===== config.mk =====
export PLATFORM = sky130hd
export DESIGN_NAME = acr_top
export DESIGN_NICKNAME = d
export VERILOG_FILES = /design/src/hdl/acr_pkg.sv /design/src/hdl/acr_top.sv
export VERILOG_INCLUDE_DIRS = /design/src /design/src/hdl
export SDC_FILE = /design/constraint.sdc
export NUM_CORES = 1
export LEC_CHECK = 0
export BUFFER_PORTS_ARGS = -buffer_cell sky130_fd_sc_hd__buf_2
export CORE_UTILIZATION = 50
export CTS_BUF_LIST = sky130_fd_sc_hd__clkbuf_16
export CTS_CLUSTER_DIAMETER = 150
export CTS_CLUSTER_SIZE = 14
export DETAILED_ROUTE_END_ITERATION = 10
export PLACE_DENSITY = 0.76
export RECOVER_POWER = 50
export SKIP_CTS_REPAIR_TIMING = 1
export SLEW_MARGIN = 20
export SYNTH_ARGS = -nofsm -noshare
export SYNTH_HDL_FRONTEND = slang
export SYNTH_SLANG_ARGS = --single-unit

===== constraint.sdc =====
create_clock -name clk_i -period 3.8 [get_ports clk_i]
set_input_delay 0.76 -clock clk_i [delete_from_list [all_inputs] [get_ports clk_i]]
set_output_delay 0.76 -clock clk_i [all_outputs]
set_load 0.005 [all_outputs]

===== src/hdl/acr_cfg.svh =====
// Constants of the converter control and result register block.
// Assumes a 32-bit Avalon-MM slave whose 8-bit word address equals the register offset.
// ************************************************************
// ************************************************************
`ifndef ACR_CFG_SVH
`define ACR_CFG_SVH
`define ACR_IDX_RES_LO 8'h78
`define ACR_IDX_RES_HI 8'h79
`define ACR_IDX_CSA 8'h7a
`define ACR_IDX_CSB 8'h7b
`define ACR_IDX_MUX 8'h7c
`define ACR_IDX_DIS 8'h7e
`define ACR_CSA_ON 7
`define ACR_CSA_GO 6
`define ACR_CSA_AUTO 5
`define ACR_CSA_DONE 4
`define ACR_CSA_IRQEN 3
`define ACR_MUX_REF 6
`define ACR_MUX_LEFT 5
`define ACR_CSB_MASK 8'h47
`define ACR_MUX_MASK 8'h6f
`define ACR_CYC_FIRST 8'h19
`define ACR_CYC_NORMAL 8'h0d
`define ACR_RESET_BYTE 8'h00
`endif


===== src/hdl/acr_pkg.sv =====
// Types of the converter control and result register block.
// Assumes the constants header is compiled alongside.
package acr_pkg;
  typedef enum logic [1:0] {ACR_IDLE, ACR_CONV} acr_phase_e;
  typedef struct packed {
    logic [1:0] rst_sync;
    logic [7:0] csa;
    logic [7:0] csb;
    logic [7:0] mux;
    logic [7:0] dis;
    logic [9:0] result;
    logic lock;
    logic first;
    acr_phase_e phase;
    logic [6:0] presc;
    logic [7:0] cyc;
    logic trig_prev;
    logic [4:0] live_sel;
    logic waitreq;
    logic [31:0] rdata;
    logic rdvalid;
    logic irq;
    logic [7:0] pin_in;
    logic [4:0] core_sel;
    logic core_go;
  } acr_state_s;
endpackage


===== src/hdl/acr_top.sv =====
// Converter control, status and result registers around a successive-approximation core.
// Assumes a 25 MHz clock, an Avalon-MM master and an analog core that presents its code at done.
`timescale 1ns/10ps
`include "acr_cfg.svh"
module acr_top (
  // Clock and reset
  input wire logic clk_i,
  input wire logic resetn_i,
  // Avalon-MM slave
  input wire logic [7:0] avs_address_i,
  input wire logic avs_read_i,
  input wire logic avs_write_i,
  input wire logic [31:0] avs_writedata_i,
  input wire logic [3:0] avs_byteenable_i,
  output logic [31:0] avs_readdata_o,
  output logic avs_readdatavalid_o,
  output logic avs_waitrequest_o,
  // Trigger flags from peripherals, bit n is source code n for n from 1 to 7; bit 0 is unused
  input wire logic [7:0] trig_flags_i,
  // Interrupt handshake with the CPU
  input wire logic global_irq_en_i,
  input wire logic vector_taken_i,
  output logic conv_irq_o,
  // Analog core
  input wire logic [9:0] core_code_i,
  output logic core_go_o,
  output logic [4:0] core_sel_o,
  // Port pins
  input wire logic [7:0] pin_raw_i,
  output logic [7:0] pin_in_o
);
  // ************************************************************
  // State
  // ************************************************************
  acr_pkg::acr_state_s s;
  acr_pkg::acr_state_s n;
  logic rst_n;
  assign rst_n = s.rst_sync[1];

  function automatic logic [7:0] acr_byte(input logic [31:0] d, input logic [3:0] be, input logic [7:0] old);
    acr_byte = be[0] ? d[7:0] : old;
  endfunction

  function automatic logic acr_tick(input logic [6:0] cnt, input logic [2:0] code);
    logic [6:0] m;
    m = (code <= 3'd1) ? 7'h01 : 7'((8'h01 << code) - 8'h01);
    acr_tick = ((cnt & m) == m);
  endfunction

  always_comb begin
    logic [7:0] idx;
    logic wr;
    logic rd;
    logic [7:0] wb;
    logic trig_now;
    logic start;
    logic done;
    logic [7:0] hi;
    logic [7:0] lo;
    logic [7:0] rb;
    logic kill;
    idx = '0;
    wr = 1'b0;
    rd = 1'b0;
    wb = '0;
    trig_now = 1'b0;
    start = 1'b0;
    done = 1'b0;
    hi = '0;
    lo = '0;
    rb = '0;
    kill = 1'b0;
    n = s;
    n.rst_sync = {s.rst_sync[0], 1'b1};
    // The bus carries word addresses, so the address is the register offset itself.
    idx = avs_address_i;
    // Requests are answered in the cycle after they are seen; waitrequest stays high until then.
    wr = avs_write_i && s.waitreq;
    rd = avs_read_i && s.waitreq;
    n.waitreq = !(wr || rd);
    n.rdvalid = rd;
    wb = acr_byte(avs_writedata_i, avs_byteenable_i, 8'h00);
    // A turn-off write in the completing cycle wins, so an aborted conversion never posts a result.
    kill = wr && (idx == `ACR_IDX_CSA) && !wb[`ACR_CSA_ON];
    // Presentation follows the justify bit at once, so read data is built from the stored code.
    if (s.mux[`ACR_MUX_LEFT]) begin
      hi = s.result[9:2];
      lo = {s.result[1:0], 6'h00};
    end else begin
      hi = {6'h00, s.result[9:8]};
      lo = s.result[7:0];
    end
    // ************************************************************
    // Trigger and conversion
    // ************************************************************
    trig_now = (s.csb[2:0] != 3'd0) && trig_flags_i[s.csb[2:0]];
    n.trig_prev = trig_now;
    start = s.csa[`ACR_CSA_ON] && s.csa[`ACR_CSA_AUTO] && trig_now && !s.trig_prev;
    n.presc = 7'(s.presc + 7'd1);
    case (s.phase)
      acr_pkg::ACR_IDLE: begin
        n.cyc = '0;
      end
      acr_pkg::ACR_CONV: begin
        if (!s.csa[`ACR_CSA_ON] || kill) begin
          n.phase = acr_pkg::ACR_IDLE;
          n.csa[`ACR_CSA_GO] = 1'b0;
        end else if (acr_tick(s.presc, s.csa[2:0])) begin
          n.cyc = 8'(s.cyc + 8'd1);
          if (n.cyc == (s.first ? `ACR_CYC_FIRST : `ACR_CYC_NORMAL)) begin
            done = 1'b1;
          end
        end
      end
      default: n.phase = acr_pkg::ACR_IDLE;
    endcase
    n.core_go = (s.phase == acr_pkg::ACR_CONV) && s.csa[`ACR_CSA_ON];
    if (done) begin
      n.first = 1'b0;
      n.phase = acr_pkg::ACR_IDLE;
      n.csa[`ACR_CSA_GO] = 1'b0;
      if (!s.lock) begin
        n.result = core_code_i;
        n.csa[`ACR_CSA_DONE] = 1'b1;
      end
      n.core_sel = s.live_sel;
      // Free running: auto-trigger with code zero restarts on each completion.
      if (s.csa[`ACR_CSA_AUTO] && s.csb[2:0] == 3'd0) begin
        start = 1'b1;
      end
    end
    // ************************************************************
    // Register writes and reads
    // ************************************************************
    if (wr) begin
      case (idx)
        `ACR_IDX_CSA: begin
          n.csa[`ACR_CSA_ON] = wb[`ACR_CSA_ON];
          if (wb[`ACR_CSA_ON] && !s.csa[`ACR_CSA_ON]) begin
            n.first = 1'b1;
          end
          if (!wb[`ACR_CSA_ON]) begin
            n.phase = acr_pkg::ACR_IDLE;
            n.csa[`ACR_CSA_GO] = 1'b0;
            start = 1'b0;
          end
          n.csa[`ACR_CSA_AUTO] = wb[`ACR_CSA_AUTO];
          n.csa[`ACR_CSA_IRQEN] = wb[`ACR_CSA_IRQEN];
          n.csa[2:0] = wb[2:0];
          if (wb[`ACR_CSA_GO] && wb[`ACR_CSA_ON]) begin
            start = 1'b1;
          end
          if (wb[`ACR_CSA_DONE] && !(done && !s.lock)) begin
            n.csa[`ACR_CSA_DONE] = 1'b0;
          end
        end
        `ACR_IDX_CSB: n.csb = wb & `ACR_CSB_MASK;
        `ACR_IDX_MUX: begin
          n.mux = wb & `ACR_MUX_MASK;
          n.live_sel = {wb[`ACR_MUX_REF], wb[3:0]};
        end
        `ACR_IDX_DIS: n.dis = wb;
        default: n.dis = n.dis;
      endcase
    end
    if (vector_taken_i && !(done && !s.lock)) begin
      n.csa[`ACR_CSA_DONE] = 1'b0;
    end
    if (start && (s.phase == acr_pkg::ACR_IDLE || done) && n.csa[`ACR_CSA_ON]) begin
      n.phase = acr_pkg::ACR_CONV;
      n.csa[`ACR_CSA_GO] = 1'b1;
      n.cyc = '0;
      n.presc = '0;
      if (s.phase == acr_pkg::ACR_IDLE) begin
        n.core_sel = n.live_sel;
      end
    end
    if (rd) begin
      case (idx)
        `ACR_IDX_RES_LO: begin
          rb = lo;
          n.lock = 1'b1;
        end
        `ACR_IDX_RES_HI: begin
          rb = hi;
          n.lock = 1'b0;
        end
        `ACR_IDX_CSA: rb = s.csa;
        `ACR_IDX_CSB: rb = s.csb;
        `ACR_IDX_MUX: rb = s.mux;
        `ACR_IDX_DIS: rb = s.dis;
        default: rb = '0;
      endcase
    end
    n.rdata = {24'h00_0000, rb};
    n.irq = n.csa[`ACR_CSA_DONE] && n.csa[`ACR_CSA_IRQEN] && global_irq_en_i;
    n.pin_in = pin_raw_i & ~s.dis;
  end

  // Reset is released through two flip-flops; all other state clears while it is held, except waitrequest, which is set high during the release.
  always_ff @(posedge clk_i or negedge resetn_i) begin
    if (!resetn_i) begin
      s <= '0;
    end else if (!rst_n) begin
      s <= '0;
      s.rst_sync <= {s.rst_sync[0], 1'b1};
      s.waitreq <= 1'b1;
    end else begin
      s <= n;
    end
  end

  assign avs_readdata_o = s.rdata;
  assign avs_readdatavalid_o = s.rdvalid;
  assign avs_waitrequest_o = s.waitreq;
  assign conv_irq_o = s.irq;
  assign core_go_o = s.core_go;
  assign core_sel_o = s.core_sel;
  assign pin_in_o = s.pin_in;
endmodule

# Yosys cells after proc, flatten, opt, wreduce, memory -nomap -nowiden
# Index checks and enable logic that the tools add are counted.
[totals]
word_cells = 143
in_bits = 76
output_inout_bits = 49
regBits = 118
[op_classes]
magnitude_cmp = 2
n_shift = 1
n_addsub = 3
n_reduce_logical = 38
eq_ne = 21
bitwise = 3
muxes = 54
[op_table]
columns = ["cell", "n"]
rows = [
  ["116-bit 2-to-1 mux", 1],
  ["8-bit 2-to-1 mux", 10],
  ["8-bit by 7-bit == test with 1-bit output, second input constant", 6],
  ["8-bit case mux with 6 select lines", 1],
  ["32-bit 2-to-1 mux", 1],
  ["5-bit 2-to-1 mux", 6],
  ["1-bit 2-to-1 mux", 22],
  ["10-bit 2-to-1 mux", 2],
  ["1-bit logical AND", 19],
  ["17-bit 2-to-1 mux", 1],
  ["8-bit case mux with 2 select lines", 1],
  ["2-bit by 1-bit inequality test with 1-bit output, second input constant", 7],
  ["2-bit AND reduction", 6],
  ["3-bit 2-to-1 mux", 3],
  ["8-bit by 1-bit adder with 8-bit output, second input constant", 1],
  ["8-bit bitwise AND", 1],
  ["8-bit by 5-bit == test with 1-bit output", 1],
  ["4-bit by 3-bit inequality test with 1-bit output, second input constant", 2],
  ["8-bit NOT", 1],
  ["7-bit by 1-bit adder with 7-bit output, second input constant", 1],
  ["7-bit bitwise AND", 1],
  ["7-bit == test", 1],
  ["7-bit 2-to-1 mux", 1],
  ["1-bit by 3-bit left shift with 7-bit output, first input constant", 1],
  ["17 further kinds", 25],
]

# Depth between registers and ports, before layout
[depth]
depth_word = 18
ltp_mapped = 11
depth_no_buf = 10

# Least setup slack after synthesis
# No wires, ideal clock.
[synth_timing]
path_kind = "reg-to-reg"
start = "register s[108] (netlist bit)"
end = "register s[56] (netlist bit)"
arrival_ps = 2534
path_stages_with_launch = 12
slack_ps = 1146
required_time_ps = 3679
n_path_buf = 2
period_less_slack_ps = 2654
path_cell_list = "dfrtp_1 -> buf_4 -> or3_1 -> ha_1 -> xor2_1 -> o21ai_0 -> a221oi_1 -> o211ai_2 -> or2_1 -> o221ai_2 -> buf_4 -> nor2_1"
[synth_between]
elab_chain_cells = 17
[synth_rtl]
columns = ["item", "line", "rtl"]
rows = [
  ["from (decl)", "acr_top.sv:35", "acr_pkg::acr_state_s s;"],
  ["from (signal assigned)", "acr_top.sv:209", "s <= n;"],
  ["1-bit by 3-bit left shift with 7-bit output", "acr_top.sv:46", "m = (code <= 3'd1) ? 7'h01 : 7'((8'h01 << code) - 8'h01);"],
  ["7-bit by 1-bit subtractor with 7-bit output", "acr_top.sv:46", ""],
  ["7-bit 2-to-1 mux (*)", "acr_top.sv:46", ""],
  ["7-bit bitwise AND", "acr_top.sv:47", "acr_tick = ((cnt & m) == m);"],
  ["7-bit == test (*)", "acr_top.sv:47", ""],
  ["1-bit 2-to-1 mux", "acr_top.sv:108", "end else if (acr_tick(s.presc, s.csa[2:0])) begin"],
  ["1-bit 2-to-1 mux", "acr_top.sv:105", "if (!s.csa[`ACR_CSA_ON] || kill) begin"],
  ["1-bit 2-to-1 mux", "acr_top.sv:100", "case (s.phase)"],
  ["1-bit 2-to-1 mux", "acr_top.sv:118", "if (done) begin"],
  ["1-bit 2-to-1 mux", "acr_top.sv:142", "if (!wb[`ACR_CSA_ON]) begin"],
  ["1-bit 2-to-1 mux", "acr_top.sv:150", "if (wb[`ACR_CSA_GO] && wb[`ACR_CSA_ON]) begin"],
  ["1-bit 2-to-1 mux", "acr_top.sv:136", "case (idx)"],
  ["1-bit 2-to-1 mux", "acr_top.sv:135", "if (wr) begin"],
  ["1-bit logical AND (2 in series)", "acr_top.sv:169", "if (start && (s.phase == acr_pkg::ACR_IDLE || done) && n.csa[`ACR_CSA_ON]) begin"],
  ["4-bit by 1-bit inequality test with 1-bit output (no line) (tied with other cells)", "n/a", ""],
  ["3-bit AND reduction (no line) / 116-bit 2-to-1 mux (equally long branches)", "n/a", ""],
]
# Mark *: on every way between the ends. The rest lies on a longest branch, timed or not.
# A chain may end at the register's enable or synchronous reset.

# Final worst setup path
[layout_timing]
start = "register s[109] (netlist bit)"
end = "register s[82] (netlist bit)"
[layout_between]
elab_chain_cells = 10
[layout_rtl]
columns = ["item", "line"]
rows = [
  ["1-bit by 3-bit left shift with 7-bit output", "acr_top.sv:46"],
  ["7-bit by 1-bit subtractor with 7-bit output", "acr_top.sv:46"],
  ["7-bit 2-to-1 mux (*)", "acr_top.sv:46"],
  ["7-bit bitwise AND", "acr_top.sv:47"],
  ["7-bit == test (*)", "acr_top.sv:47"],
  ["1-bit 2-to-1 mux (*)", "acr_top.sv:108"],
  ["1-bit 2-to-1 mux (*)", "acr_top.sv:105"],
  ["1-bit 2-to-1 mux (*)", "acr_top.sv:100"],
  ["2-bit by 1-bit inequality test with 1-bit output (no line) (*)", "n/a"],
  ["2-bit AND reduction (no line) (*)", "n/a"],
]
# Marks and branches as above.

==> out/qor.yml <==
sta:
  setup_viol: 0
  worst_slew_pin_slew_ps: 1810
  fin_crit_sh_pct: 81.7
  finalMaxSlewViolations: 91
  fin_tns_setup_ps: 0
  max_freq_ghz: 0.322
  fin_hold_ws_ps: 357
  hold_viol: 0
  fin_skew_ps: 6.82
  period_minus_slack_ps: 3100
  relSlewSlack_pct: -20.6
  postLayoutSetupSlackWorst_ps: 695
  rsz0062_at_grt: "no"
clock_network:
  cts_tree: "built"
  cts_made_buffers: 9
  clockBufferDepth: 2
  cts_sinks: 88
  root_buffer: "clkbuf_16"
  clk_pin_slew_ps: 70
  clock_latency_ps: 340
  cts_htree_levels: 3
global_route:
  met2_usage_pct: 35.3
  met1_usage_pct: 31.7
  track_usage_pct: 22.5
  grt_max_degree: 55
  top_usage_layer: "met2"
  grt_first_pass_wirelength_um: 17600
  grt-ovfl-total: 0
  grt_use_met3_pct: 2.91
  antenna_found_initial: 0
  grt_pass1_vias: 3579
synth:
  avgSynthCellArea_sq_um: 9.52
  synth_fa_ha_area_share_pct: 1.03
  synthArstFlopShare_pct: 100
  synth_largest_area_cell: "dfrtp_1"
  synth_area_leaders: "dfrtp_1, buf_4, mux2i_1"
  yosysUniqueCellTypes: 59
  ys_ff_latch: 88
  yosys.area_share.simple_pct: 19.2
  synth_area_sq_mm: 0.00486
  synth_edf_count: 0
  yosys_warnings: 0
  synth_top_area_share_pct: 45.3
  synth_top_family_by_area: "simple AND/OR/NAND/NOR gates"
  ys.flop_type: "dfrtp_1"
  yosysSeqAreaShare_pct: 45.3
  synth_compound_area_share_pct: 12.5
  synthMuxAreaShare_pct: 8.97
  synth-xor-area-share_pct: 2.16
  syn_inst: 510
critical_path:
  cp_cell_sequence: "or3_1 > ha_1 > xor2_1 > o21ai_0 > a221oi_1 > o211ai_2 > nor3_4 > mux2i_1 > nor2_1"
  start_kind: "flip-flop"
  cp.required_ps: 3960
  crit_slowest_cell: "nor3_4"
  endpoint_kind: "flip-flop"
  crit_type: "reg -> reg"
  cp.arrival_ps: 3270
  critical-path-max-stage-delay_ps: 650
  path_max_fanout: 12
routing:
  dr.first_iter.drc_count: 215
  vias: 3830
  drtPass1Iterations: 4
  detail_route.vias_per_cell: 5.59
  drcViolationCount: 0
  wl_per_cell_um: 15.6
  routed_wl_um: 10700
  ant_nets: 0
place:
  placed_cells: 670
  hpwl_um: 7550
  pre_cts_ws_ps: 765
  gp_congestion: 0.933
  place_area_sq_mm: 0.00506
  portBuffers: 72
floorplan:
  coreArea_sq_mm: 0.00933
  rows: 35
  pin_count: 125
  die_w_um: 101
  die_y_um: 101
  dieArea_sq_mm: 0.0101
  start_util_pct: 52.1
pwr:
  ir_drop_mv: 0.188
  powerDensity_mw_per_mm2: 366
  power.leakage_nw: 2.39
  p_total_mw: 1.96
run_status:
  violations: "max-capacitance violations, max-slew violations"
  status: "complete, but fails checks"
finish:
  fin_nets: 632
  stdcell_count: 685
  fin_util_pct: 57.3
  antenna_cells: 0
  layout-drive-gt1-share_pct: 20.1
  finalInstanceArea_sq_mm: 0.00534
  area_delta_synth_final_pct: 9.97
job:
  cap_violations: 2
worst_hold_path:
  min_path_type: "reg -> reg"
-- area by class of cell --
class	instances	area, sq um
tap	129	161
fill	808	3990
timing repair buffer	78	398
inverter	13	48.8
clock buffer	9	225
multi-input combinational	362	2240
clock inverter	6	68.8
sequential	88	2200
-- synthesized netlist by cell type (2+ instances only) --
cell type / count
clkbuf_1: 16
dfrtp_1: 88
or4_1: 3
buf_2: 3
or3_1: 2
o211ai_1: 5
a311oi_1: 2
ha_1: 4
a21oi_1: 32
nor3_1: 9
nor2_1: 65
o22ai_1: 2
o221a_1: 4
mux2_2: 7
nand3_1: 17
mux2i_1: 32
nor3b_1: 10
o21ai_0: 12
and3_1: 7
xnor2_1: 6
nand2_1: 53
conb_1: 2
xor2_1: 6
a31oi_1: 5
nand2b_1: 4
nor4_1: 2
a22oi_1: 9
inv_1: 12
a32oi_1: 2
nand4_1: 3
buf_4: 50
and2_1: 8
and4b_1: 2
-- power by group --
group,internal (mW),leakage (nW),switching (mW)
Clock,0.510,0.142,0.380
Sequential,0.947,1.21,0.00871
Combinational,0.0374,1.04,0.0727
-- per-layer routing --
metal  wire length [um]  vias up
met4                172        0
met1               4620     1849
met3                744       15
met2               5130      171
met5                  0        -
li1                   -     1795
-- worst paths after layout --
| check | to | slack (ps) | start | depth (start not counted) |
|---|---|---|---|---|
| max | s[82] | 700 | s[109] | 9 |
| min | rst_n | 360 | n[117] | 0 |
| max reg2reg | s[82] | 700 | s[109] | 9 |
| min reg2reg | rst_n | 360 | n[117] | 0 |
| max in group asynchronous | avs_readdata_o[7] | 1730 | resetn_i | 2 |
| min in group asynchronous | s[62] | 820 | resetn_i | 2 |
-- sequential cells by signal, summed over array words and instances, names as in the netlist --
register / cells
s: 61
avs_readdata_o: 8
pin_in_o: 8
core_sel_o: 5
avs_readdatavalid_o: 1
avs_waitrequest_o: 1
conv_irq_o: 1
core_go_o: 1
n: 1
rst_n: 1
-- logic make-up (layout without fill, tap and decap cells) --
kind of cell    count (synthesis)  count (layout)
simple gates                  193             193
buf+inv                        84             106
other cells                     2              26
compound gates                 86              86
flops                          88              88
fa+ha+maj                       4               4
mux                            41              41
xor+xnor                       12              12
-- cell usage in the layout (no fill, tap or decap), types with 2 or more instances in the layout --
cell type | Yosys | routed
mux2_2 | 7 | 7
a311oi_1 | 2 | 2
inv_1 | 12 | 13
nor4_1 | 2 | 2
a21oi_1 | 32 | 32
o211ai_1 | 5 | 5
clkbuf_16 | 0 | 9
buf_4 | 50 | 4
a32oi_1 | 2 | 2
conb_1 | 2 | 26
clkbuf_1 | 16 | 2
or3_1 | 2 | 2
nand2_1 | 53 | 53
xor2_1 | 6 | 6
dfrtp_1 | 88 | 88
a22oi_1 | 9 | 9
inv_6 | 0 | 2
and4b_1 | 2 | 2
buf_2 | 3 | 71
nor3_4 | 1 | 2
o22ai_1 | 2 | 2
nor3_1 | 9 | 9
o221a_1 | 4 | 4
or4_1 | 3 | 3
and2_1 | 8 | 8
nor3b_1 | 10 | 10
xnor2_1 | 6 | 6
ha_1 | 4 | 4
nand4_1 | 3 | 3
and3_1 | 7 | 7
nor2_1 | 65 | 65
nand3_1 | 17 | 17
mux2i_1 | 32 | 32
a31oi_1 | 5 | 5
o21ai_0 | 12 | 12
nand2b_1 | 4 | 4
-- worst max-delay path: cells and delay by family (launching register included) --
family,cells,cell delay [ps]
xor gates and xnor gates,1,210
muxes,1,280
DFF,1,460
adders and majority gates,1,250
AOI/OAI and AO/OA,3,630
and+or+nand+nor,3,1090
Power figures use the tool's default switching activity.
